===== config.mk =====
export PLATFORM = sky130hd
export DESIGN_NAME = dgp_gpio
export DESIGN_NICKNAME = d
export VERILOG_FILES = /design/src/inc/dgp_pkg.sv /design/src/verilog/dgp_gpio.sv
export SDC_FILE = /design/constraint.sdc
export NUM_CORES = 1
export LEC_CHECK = 0
export BUFFER_PORTS_ARGS = -buffer_cell sky130_fd_sc_hd__buf_2
export CAP_MARGIN = 0
export CELL_PAD_IN_SITES_DETAIL_PLACEMENT = 1
export CELL_PAD_IN_SITES_GLOBAL_PLACEMENT = 1
export CORE_MARGIN = 2
export CORE_UTILIZATION = 25
export CTS_CLUSTER_SIZE = 30
export DETAILED_ROUTE_END_ITERATION = 8
export PLACE_DENSITY = 0.57
export SETUP_SLACK_MARGIN = 0.02
export SYNTH_ARGS = -nofsm -noshare
export SYNTH_HDL_FRONTEND = slang
export SYNTH_SLANG_ARGS = --single-unit
export TNS_END_PERCENT = 5

===== constraint.sdc =====
create_clock -name i_clk_sys -period 2.2 [get_ports i_clk_sys]
set_clock_uncertainty 0.1 [all_clocks]
set_input_delay 0.22 -clock i_clk_sys [delete_from_list [all_inputs] [get_ports i_clk_sys]]
set_output_delay 0.22 -clock i_clk_sys [all_outputs]
set_load 0.02 [all_outputs]

===== src/inc/dgp_pkg.sv =====
// Purpose: shared constants and types for the dual GPIO port block
// Assumes: 8-bit register port, single core clock
// Notes:   offsets are byte addresses on the plain register port
package dgp_pkg;

  // Register offsets
  localparam logic [7:0] OFF_PA_DATA = 8'h05;
  localparam logic [7:0] OFF_PB_DATA = 8'h06;
  localparam logic [7:0] OFF_INTC = 8'h0b;
  localparam logic [7:0] OFF_OPTION = 8'h81;
  localparam logic [7:0] OFF_PA_DIR = 8'h85;
  localparam logic [7:0] OFF_PB_DIR = 8'h86;
  localparam logic [7:0] OFF_PERIPH = 8'h9e;
  localparam logic [7:0] OFF_ANALOG = 8'h9f;

  // Field positions
  localparam int OPT_PU_DIS_N_BIT = 7;
  localparam int OPT_EDGE_BIT = 6;
  localparam int INTC_CHG_BIT = 0;
  localparam int INTC_EXT_BIT = 1;
  localparam int PER_TMR_BIT = 0;
  localparam int PER_SS_BIT = 1;
  localparam int PA_TMR_PIN = 4;
  localparam int PA_SS_PIN = 5;

  // Reset values
  localparam logic [7:0] OPTION_RST = 8'hff;
  localparam logic [7:0] PB_DIR_RST = 8'hff;
  localparam logic [5:0] PA_DIR_RST = 6'h3f;
  localparam logic [7:0] PB_LAT_POR = 8'h00;
  localparam logic [5:0] PA_LAT_POR = 6'h00;
  localparam logic [3:0] ANALOG_RST = 4'hf;
  localparam logic [1:0] PERIPH_RST = 2'h0;
  localparam logic [7:0] ZERO8 = 8'h00;

  typedef struct packed {
    logic [7:0] addr;
    logic [7:0] wdata;
    logic [7:0] wmask;
    logic wr;
    logic rd;
  } dgp_bus_req_t;

  typedef struct packed {
    logic [5:0] pa_lat;
    logic [5:0] pa_dir;
    logic [7:0] pb_lat;
    logic [7:0] pb_dir;
    logic [7:0] option;
    logic [3:0] analog;
    logic [1:0] periph;
    logic chg_flag;
    logic ext_flag;
    logic [3:0] cmp;
    logic [5:0] pa_s1;
    logic [5:0] pa_s2;
    logic [7:0] pb_s1;
    logic [7:0] pb_s2;
    logic pb0_prev;
    logic [7:0] rd_data;
    logic [5:0] pa_out;
    logic [5:0] pa_oe_n;
    logic [7:0] pb_out;
    logic [7:0] pb_oe_n;
    logic [7:0] pb_pu;
    logic wake;
  } dgp_state_t;

endpackage


===== src/verilog/dgp_gpio.sv =====
// Purpose: two general purpose ports, pull-ups on the second port, edge interrupt and change detection
// Assumes: i_rst synchronous active high, i_por high with it on power-on reset
// Notes:   pin drivers and read data are registered, so they lag their source by one cycle
//
// Local design decision: strobed register access.
`timescale 1ns/100ps
module dgp_gpio (
  input wire logic i_clk_sys,
  input wire logic i_rst,
  input wire logic i_por,
  input wire dgp_pkg::dgp_bus_req_t i_bus,
  output logic [7:0] o_rd_data,
  input wire logic [5:0] i_pa_pin,
  output logic [5:0] o_pa_out,
  output logic [5:0] o_pa_oe_n,
  input wire logic [7:0] i_pb_pin,
  output logic [7:0] o_pb_out,
  output logic [7:0] o_pb_oe_n,
  output logic [7:0] o_pb_pullup,
  output logic o_timer_clk,
  output logic o_slave_sel_n,
  output logic o_change_flag,
  output logic o_ext_irq_flag,
  input wire logic i_sleep,
  output logic o_wake
);
  import dgp_pkg::*;

  dgp_state_t st_r;
  dgp_state_t st_nxt;
  logic [5:0] pa_read;
  logic [7:0] pb_read;
  logic [3:0] mismatch;
  logic pb_access;
  logic ext_hit;
  logic clr_chg;
  logic clr_ext;
  logic [5:0] pa_dir_eff;

  function automatic logic [7:0] merge8(input logic [7:0] old_v, input logic [7:0] new_v,
                                        input logic [7:0] mask);
    merge8 = (old_v & ~mask) | (new_v & mask);
  endfunction

  // Pins in analog use read as zero; the synchronised copy is what software sees
  assign pa_read = st_r.pa_s2 & ~{2'b00, st_r.analog};
  assign pb_read = st_r.pb_s2;
  // Outputs are excluded from compare by the direction mask
  assign mismatch = (st_r.pb_s2[7:4] ^ st_r.cmp) & st_r.pb_dir[7:4];
  assign pb_access = (i_bus.wr | i_bus.rd) && (i_bus.addr == OFF_PB_DATA);
  assign ext_hit = st_r.option[OPT_EDGE_BIT] ? (st_r.pb_s2[0] & ~st_r.pb0_prev)
                                             : (~st_r.pb_s2[0] & st_r.pb0_prev);
  assign clr_chg = i_bus.wr && (i_bus.addr == OFF_INTC) && i_bus.wmask[INTC_CHG_BIT]
                   && !i_bus.wdata[INTC_CHG_BIT];
  assign clr_ext = i_bus.wr && (i_bus.addr == OFF_INTC) && i_bus.wmask[INTC_EXT_BIT]
                   && !i_bus.wdata[INTC_EXT_BIT];
  // An enabled peripheral forces its pin to input
  assign pa_dir_eff = st_r.pa_dir | {st_r.periph[PER_SS_BIT], st_r.periph[PER_TMR_BIT],
                                     4'h0};

  always_comb begin
    st_nxt = st_r;
    // Two-stage synchronisers on every pin
    st_nxt.pa_s1 = i_pa_pin;
    st_nxt.pa_s2 = st_r.pa_s1;
    st_nxt.pb_s1 = i_pb_pin;
    st_nxt.pb_s2 = st_r.pb_s1;
    st_nxt.pb0_prev = st_r.pb_s2[0];

    // Hardware set wins over a software clear in the same cycle
    st_nxt.chg_flag = (st_r.chg_flag & ~clr_chg) | (|mismatch);
    st_nxt.ext_flag = (st_r.ext_flag & ~clr_ext) | ext_hit;
    st_nxt.wake = i_sleep & (|mismatch);

    if (pb_access) begin
      st_nxt.cmp = st_r.pb_s2[7:4];
    end

    if (i_bus.wr) begin
      unique case (i_bus.addr)
        OFF_PA_DATA: st_nxt.pa_lat = 6'(merge8({2'b00, pa_read}, i_bus.wdata,
                                               i_bus.wmask));
        OFF_PB_DATA: st_nxt.pb_lat = merge8(pb_read, i_bus.wdata, i_bus.wmask);
        OFF_PA_DIR: st_nxt.pa_dir = 6'(merge8({2'b00, st_r.pa_dir}, i_bus.wdata,
                                              i_bus.wmask));
        OFF_PB_DIR: st_nxt.pb_dir = merge8(st_r.pb_dir, i_bus.wdata, i_bus.wmask);
        OFF_OPTION: st_nxt.option = merge8(st_r.option, i_bus.wdata, i_bus.wmask);
        OFF_PERIPH: st_nxt.periph = 2'(merge8({6'h00, st_r.periph}, i_bus.wdata,
                                              i_bus.wmask));
        OFF_ANALOG: st_nxt.analog = 4'(merge8({4'h0, st_r.analog}, i_bus.wdata,
                                              i_bus.wmask));
        default: ;
      endcase
    end

    // Read data stands only in the cycle after the strobe
    st_nxt.rd_data = ZERO8;
    if (i_bus.rd) begin
      unique case (i_bus.addr)
        OFF_PA_DATA: st_nxt.rd_data = {2'b00, pa_read};
        OFF_PB_DATA: st_nxt.rd_data = pb_read;
        OFF_INTC: st_nxt.rd_data = {6'h00, st_r.ext_flag, st_r.chg_flag};
        OFF_OPTION: st_nxt.rd_data = st_r.option;
        OFF_PA_DIR: st_nxt.rd_data = {2'b00, st_r.pa_dir};
        OFF_PB_DIR: st_nxt.rd_data = st_r.pb_dir;
        OFF_PERIPH: st_nxt.rd_data = {6'h00, st_r.periph};
        OFF_ANALOG: st_nxt.rd_data = {4'h0, st_r.analog};
        default: st_nxt.rd_data = ZERO8;
      endcase
    end

    // Pin drive; pin 4 only ever pulls low
    st_nxt.pa_out = st_r.pa_lat & ~6'h10;
    st_nxt.pa_oe_n = pa_dir_eff;
    st_nxt.pa_oe_n[PA_TMR_PIN] = pa_dir_eff[PA_TMR_PIN] | st_r.pa_lat[PA_TMR_PIN];
    st_nxt.pb_out = st_r.pb_lat;
    st_nxt.pb_oe_n = st_r.pb_dir;
    st_nxt.pb_pu = st_r.pb_dir & {8{~st_r.option[OPT_PU_DIS_N_BIT]}};

    if (i_rst) begin
      st_nxt.pb_dir = PB_DIR_RST;
      st_nxt.option = OPTION_RST;
      st_nxt.pa_dir = PA_DIR_RST;
      st_nxt.periph = PERIPH_RST;
      st_nxt.chg_flag = 1'b0;
      st_nxt.ext_flag = 1'b0;
      st_nxt.cmp = 4'h0;
      st_nxt.pa_s1 = 6'h00;
      st_nxt.pa_s2 = 6'h00;
      st_nxt.pb_s1 = ZERO8;
      st_nxt.pb_s2 = ZERO8;
      st_nxt.pb0_prev = 1'b0;
      st_nxt.rd_data = ZERO8;
      st_nxt.pa_out = 6'h00;
      st_nxt.pa_oe_n = 6'h3f;
      st_nxt.pb_out = ZERO8;
      st_nxt.pb_oe_n = 8'hff;
      st_nxt.pb_pu = ZERO8;
      st_nxt.wake = 1'b0;
      // Latches survive a warm reset; only power-on clears them
      if (i_por) begin
        st_nxt.pb_lat = PB_LAT_POR;
        st_nxt.pa_lat = PA_LAT_POR;
        st_nxt.analog = ANALOG_RST;
      end
    end
  end

  always_ff @(posedge i_clk_sys) begin
    st_r <= st_nxt;
  end

  assign o_rd_data = st_r.rd_data;
  assign o_pa_out = st_r.pa_out;
  assign o_pa_oe_n = st_r.pa_oe_n;
  assign o_pb_out = st_r.pb_out;
  assign o_pb_oe_n = st_r.pb_oe_n;
  assign o_pb_pullup = st_r.pb_pu;
  assign o_timer_clk = st_r.pa_s2[PA_TMR_PIN];
  assign o_slave_sel_n = st_r.pa_s2[PA_SS_PIN];
  assign o_change_flag = st_r.chg_flag;
  assign o_ext_irq_flag = st_r.ext_flag;
  assign o_wake = st_r.wake;
endmodule // dgp_gpio


# Word level (Yosys, flattened, before mapping)

Cells that the tools add are included.

Flip-flop bits (word level): 122
Output and inout port bits: 49
Word-level logic and storage cells: 98

Equality and inequality tests: 8
Muxes and demuxes: 16
Bitwise logic cells: 37
Reduce and logical (&&, ||, !) cells: 14

Operator list:

| kind                                                                   | number |
|---|---|
| 122-bit two-way mux                                                    | 1 |
| 8-bit case mux with 8 select lines                                     | 1 |
| 42-bit two-way mux                                                     | 1 |
| 8-bit AND                                                              | 5 |
| 8-bit equality test (second input constant)                            | 5 |
| 8-bit two-way mux                                                      | 5 |
| 8-bit OR                                                               | 3 |
| 6-bit AND                                                              | 3 |
| 6-bit two-way mux                                                      | 3 |
| 6-bit OR                                                               | 3 |
| 8-bit by 3-bit equality test with 1-bit output (second input constant) | 2 |
| 4-bit two-way mux                                                      | 3 |
| 4-bit AND                                                              | 2 |
| 8-bit by 4-bit equality test with 1-bit output (second input constant) | 1 |
| 8-bit NOT                                                              | 1 |
| 2-bit AND reduction                                                    | 4 |
| 1-bit logical AND                                                      | 6 |
| 1-bit NOT                                                              | 6 |
| 4-bit NOT with 6-bit output                                            | 1 |
| 1-bit AND                                                              | 5 |
| 1-bit OR                                                               | 4 |
| 4-bit OR                                                               | 1 |
| 4-bit OR reduction                                                     | 1 |
| 4-bit XOR                                                              | 1 |
| other kinds (6)                                                        | 7 |

# Logic depth before layout (Yosys ltp)

Word-level depth: 8
Gate-level depth with buffers: 7

# Least setup slack after synthesis

No wires, ideal clock.

Path kind: input -> register
From: in i_bus[23] (netlist name)
To: reg st_r (netlist bit o_change_flag)
Data arrival time: 1,538 ps
Required time: 1,978 ps
Path slack: 439 ps
Cell stages on the path: 4
Path buffers: 0
Path through: or4_4 -> or4_1 -> o311ai_1 -> nand2b_1

Cells in the longest elaborated chain, start to end: 7

RTL lines:

| item                                           | line            | RTL |
|---|---|---|
| start: declaration                             | dgp_gpio.sv:11  | `input wire dgp_pkg::dgp_bus_req_t i_bus,` |
| 8-bit by 4-bit equality test with 1-bit output | dgp_gpio.sv:53  | `assign clr_chg = i_bus.wr && (i_bus.addr == OFF_INTC) && i_bus.wmask[INTC_CHG_BIT]` |
| 1-bit logical AND (2 in a row)                 | dgp_gpio.sv:53  |  |
| 1-bit logical AND                              | dgp_gpio.sv:54  | `&& !i_bus.wdata[INTC_CHG_BIT];` |
| 1-bit NOT                                      | dgp_gpio.sv:71  | `st_nxt.chg_flag = (st_r.chg_flag & ~clr_chg) \| (\|mismatch);` |
| 1-bit AND                                      | dgp_gpio.sv:71  |  |
| 1-bit OR                                       | dgp_gpio.sv:71  |  |
| end signal: assignment                         | dgp_gpio.sv:150 | `st_r <= st_nxt;` |
| end: declaration                               | dgp_gpio.sv:29  | `dgp_state_t st_r;` |

Every way passes these cells.
A chain may end at the register's enable or synchronous reset.

# Worst setup path in the final report

From: in i_bus[23] (netlist name)
To: reg st_r (netlist bit o_rd_data[0])

Cells in the longest elaborated chain, start to end: 2
Elaborated cells on any way between the ends: 9
Those cells by class: eq/ne: 8; mux: 1

RTL lines:

| item                                        | line           | RTL |
|---|---|---|
| 8-bit equality test (tied with other cells) | dgp_gpio.sv:99 | `unique case (i_bus.addr)` |
| 8-bit case mux with 8 select lines (*)      | dgp_gpio.sv:99 |  |

Every way passes the cells marked *; elsewhere a longest branch is shown, timed or not.

==> key figures <==
Final layout
  • Area delta synth->final: 25.3%
  • Non-filler instance count after layout: 844
  • Layout cells sized above 1: between 20% and 30%
  • Fill count: 2218
  • Multi-input gate area in the final layout: 2050 sq um
  • Nets@finish: 609
  • Register area: about 2400 sq um
  • Final instance area: 6220 sq um

Clock network
  • Clock Tree Buf Depth: 2
  • Clock transition at path regs: 0.06 ns
  • TritonCTS Buffers: 17
  • CTS root buf: clkbuf_16
  • Number of setup buffers added after CTS: 0
  • H-tree depth: 4
  • CTS tree: built
  • Clock sink count: 121
  • Clk Latency, worst-skew pair: 0.42 ns
  • Post-CTS sizing: 0

STA
  • Worst hold margin: approximately 0.022 ns
  • Final setup viols: 0
  • Pin slew with the least headroom to its limit: about 0.91 ns
  • RSZ-0062 raised after global routing: false
  • Fmax: about 600 MHz
  • Max Slew Vio Count: 0
  • Fin crit period: around 1.7 ns
  • Final Hold Viols: 0
  • Relative slew slack: 39.4%
  • Total negative slack: 0 ns
  • Final Cycle Share: approximately three quarters

Placed design
  • Number of port buffers: slightly above 90
  • Post-DP Area: 5420 sq um
  • HPWL after detailed placement: about 11 mm
  • Placer's final routability congestion estimate: 0.826
  • Dpl cells: 793

Power and ir drop
  • Pleak: 2.54 nW
  • Clock power frac: 53.9%
  • Peak supply drop: 0.523 mV
  • Power Dens Cells: roughly 900 nW/um^2
  • Sw Ratio: between 20% and 30%
  • Pint: 4.26 mW
  • Combinational share of power: 5.1%
  • Flop pwr share: 41.0%
  • Switch Pwr: 1.22 mW

Drt
  • DRC errors left: 0
  • Wirelength, routed: between 10 and 15 mm
  • Final ANT Viol Nets: 0
  • DRT Pass-1 Iters: 4
  • Via density: 4.43
  • Via Count: 3741
  • DR iter-0 viols: 190
  • Routed len/inst: 17.0 um

Floorplanning
  • Starting Density: 25.5%
  • Die W: 145 um
  • Number of core rows: slightly above 50
  • Num ports: 93
  • Total die area: between 20000 and 25000 sq um
  • Die Y: roughly 140 um
  • CORE AREA: 19500 sq um

Global routing
  • Tot GR Track Use: about 14%
  • Vias in the first global route: 3882
  • Initial antenna violation count: 0
  • First-pass GRT wire length: between 20 and 25 mm
  • Largest net degree at the start of global routing: 25
  • Total grt overflow: 0

Worst setup path
  • CP arrival: 1.90 ns
  • Worst EP required: 2.43 ns
  • Setup CP Type: primary input to flop
  • CP Capture Type: flop
  • Critical Path Start Type: primary input
  • Crit-path max FO: 8

Hold path
  • Worst hold path type: primary input to flop

Synth
  • Seq cells post-synth: 121
  • Synthesized instance count: slightly below 500
  • Number of synthesized flops with an enable pin: 0
  • Ys async rst share: 0%
  • Main synth FF type: dfxtp_1
  • Syn Nets: between 500 and 600
  • Register area share after synthesis: 48.8%
  • Cell taking the most area after synthesis: dfxtp_1
  • Top-area cell type share of the netlist area: between 40% and 50%
  • Post-synth cell types: 48
  • Synth top area cells: dfxtp_1, mux2i_1, buf_4
  • Synthesized area: 4960 sq um
  • Synth Warn #: 0
  • Syn avg cell area: 10.0 sq um

Outcome
  • Status: completed

Job
  • Max_cap viols: 0
## area by class of cell
cell class,count,area share (%)
flip-flops and latches,121,39.0
multi-input cells,295,32.9
repair buffers,127,12.6
clock buffers,21,7.24
well taps,265,5.33
clock inverters,11,2.74
inverters,3,0.181
diodes,1,0.0402
## metal layers
| metal | track usage (%) | wire length (um) |
|---|---|---|
| met1 | 18.4 | 6970 |
| met2 | 22.4 | 6490 |
| met3 | 3.82 | 672 |
| met4 | 5.21 | 209 |
| met5 | 0 | 0 |
## critical path, cell delays in order
cell,delay (ns)
buf_2,0.12
or4_4,0.58
buf_4,0.21
nor2_1,0.35
a2111oi_0,0.18
a211oi_1,0.24
## power groups by stage
| stage | registers (mW) | clock network, mW | logic [mW] |
|---|---|---|---|
| floorplan | 2.29 | 0 | 0.139 |
| global placement | 2.29 | 0 | 0.252 |
| detailed placement | 2.29 | 0 | 0.258 |
| CTS | 2.25 | 3.02 | 0.283 |
| global route | 2.25 | 3.12 | 0.304 |
| finish | 2.25 | 2.95 | 0.280 |
## cell usage in the layout (no fill, tap or decap), types with 3 or more instances in the layout
| cell | count |
|---|---|
| clkbuf_1 | 3 |
| a211oi_2 | 6 |
| buf_4 | 17 |
| nor4_1 | 6 |
| clkbuf_16 | 17 |
| nor3b_1 | 4 |
| and2_1 | 11 |
| bufinv_16 | 4 |
| buf_2 | 91 |
| nor2b_1 | 42 |
| nand2_1 | 34 |
| nand4_1 | 14 |
| or2_2 | 12 |
| a211oi_1 | 14 |
| a211o_1 | 8 |
| clkinvlp_4 | 3 |
| inv_1 | 3 |
| a22oi_1 | 6 |
| nor3_1 | 5 |
| xor2_1 | 4 |
| dfxtp_1 | 121 |
| and3_1 | 17 |
| nor4b_1 | 5 |
| nor2_1 | 28 |
| dlygate4sd3_1 | 18 |
| a221oi_1 | 8 |
| a21oi_1 | 7 |
| mux2i_1 | 36 |
## logic make-up after synthesis
logic type / share of synthesized area [%]
other: 0.0756
DFF: 48.8
and+or+nand+nor: 23.5
muxes: 7.72
buffers and inverters: 9.91
AOI/OAI and AO/OA: 9.23
xor gates and xnor gates: 0.706
## final timing paths
kind / start / end / slack [ns] / depth (start not counted)
max: i_bus[23] / o_rd_data[0] / 0.53 / 6
min reg2reg: st_r[54] / pb_read[0] / 0.34 / 1
min: i_por / st_r[84] / 0.02 / 3
max reg2reg: pb_read[6] / o_wake / 0.87 / 4
## synth_stat cells (2+ instances only)
library cell / n
mux2i_1: 36
a221oi_1: 8
nand2_1: 34
nor4_1: 6
xor2_1: 4
dfxtp_1: 121
and4bb_1: 2
or2_2: 12
a211oi_2: 6
buf_4: 45
inv_1: 3
buf_6: 2
and3_1: 17
nor4b_1: 5
a211oi_1: 14
nor3_1: 5
nor2b_1: 42
mux2_2: 2
a211o_1: 8
nor2_1: 28
buf_2: 6
or3_1: 2
and2_1: 11
nor3_4: 2
a21oi_1: 7
or4_1: 2
a22oi_1: 6
nand4_1: 14
clkbuf_1: 23
nor3b_1: 4
a2111oi_0: 2
## timing repair
action,4_1_cts,5_1_grt
setup endpoints to repair,0,0
hold buffers,18,0
hold endpoints to repair,19,0
## per-stage QoR
stage | power, mW | util (%) | worst slack (ns)
finish | 5.48 | 32.0 | 0.532
global route | 5.67 | 31.9 | 0.467
CTS | 5.55 | 31.9 | 0.549
detailed placement | 2.55 | 27.8 | 0.119
global placement | 2.55 | 27.8 | 0.167
floorplan | 2.43 | - | 0.439
No activity file was read; power rests on OpenSTA's default activity.
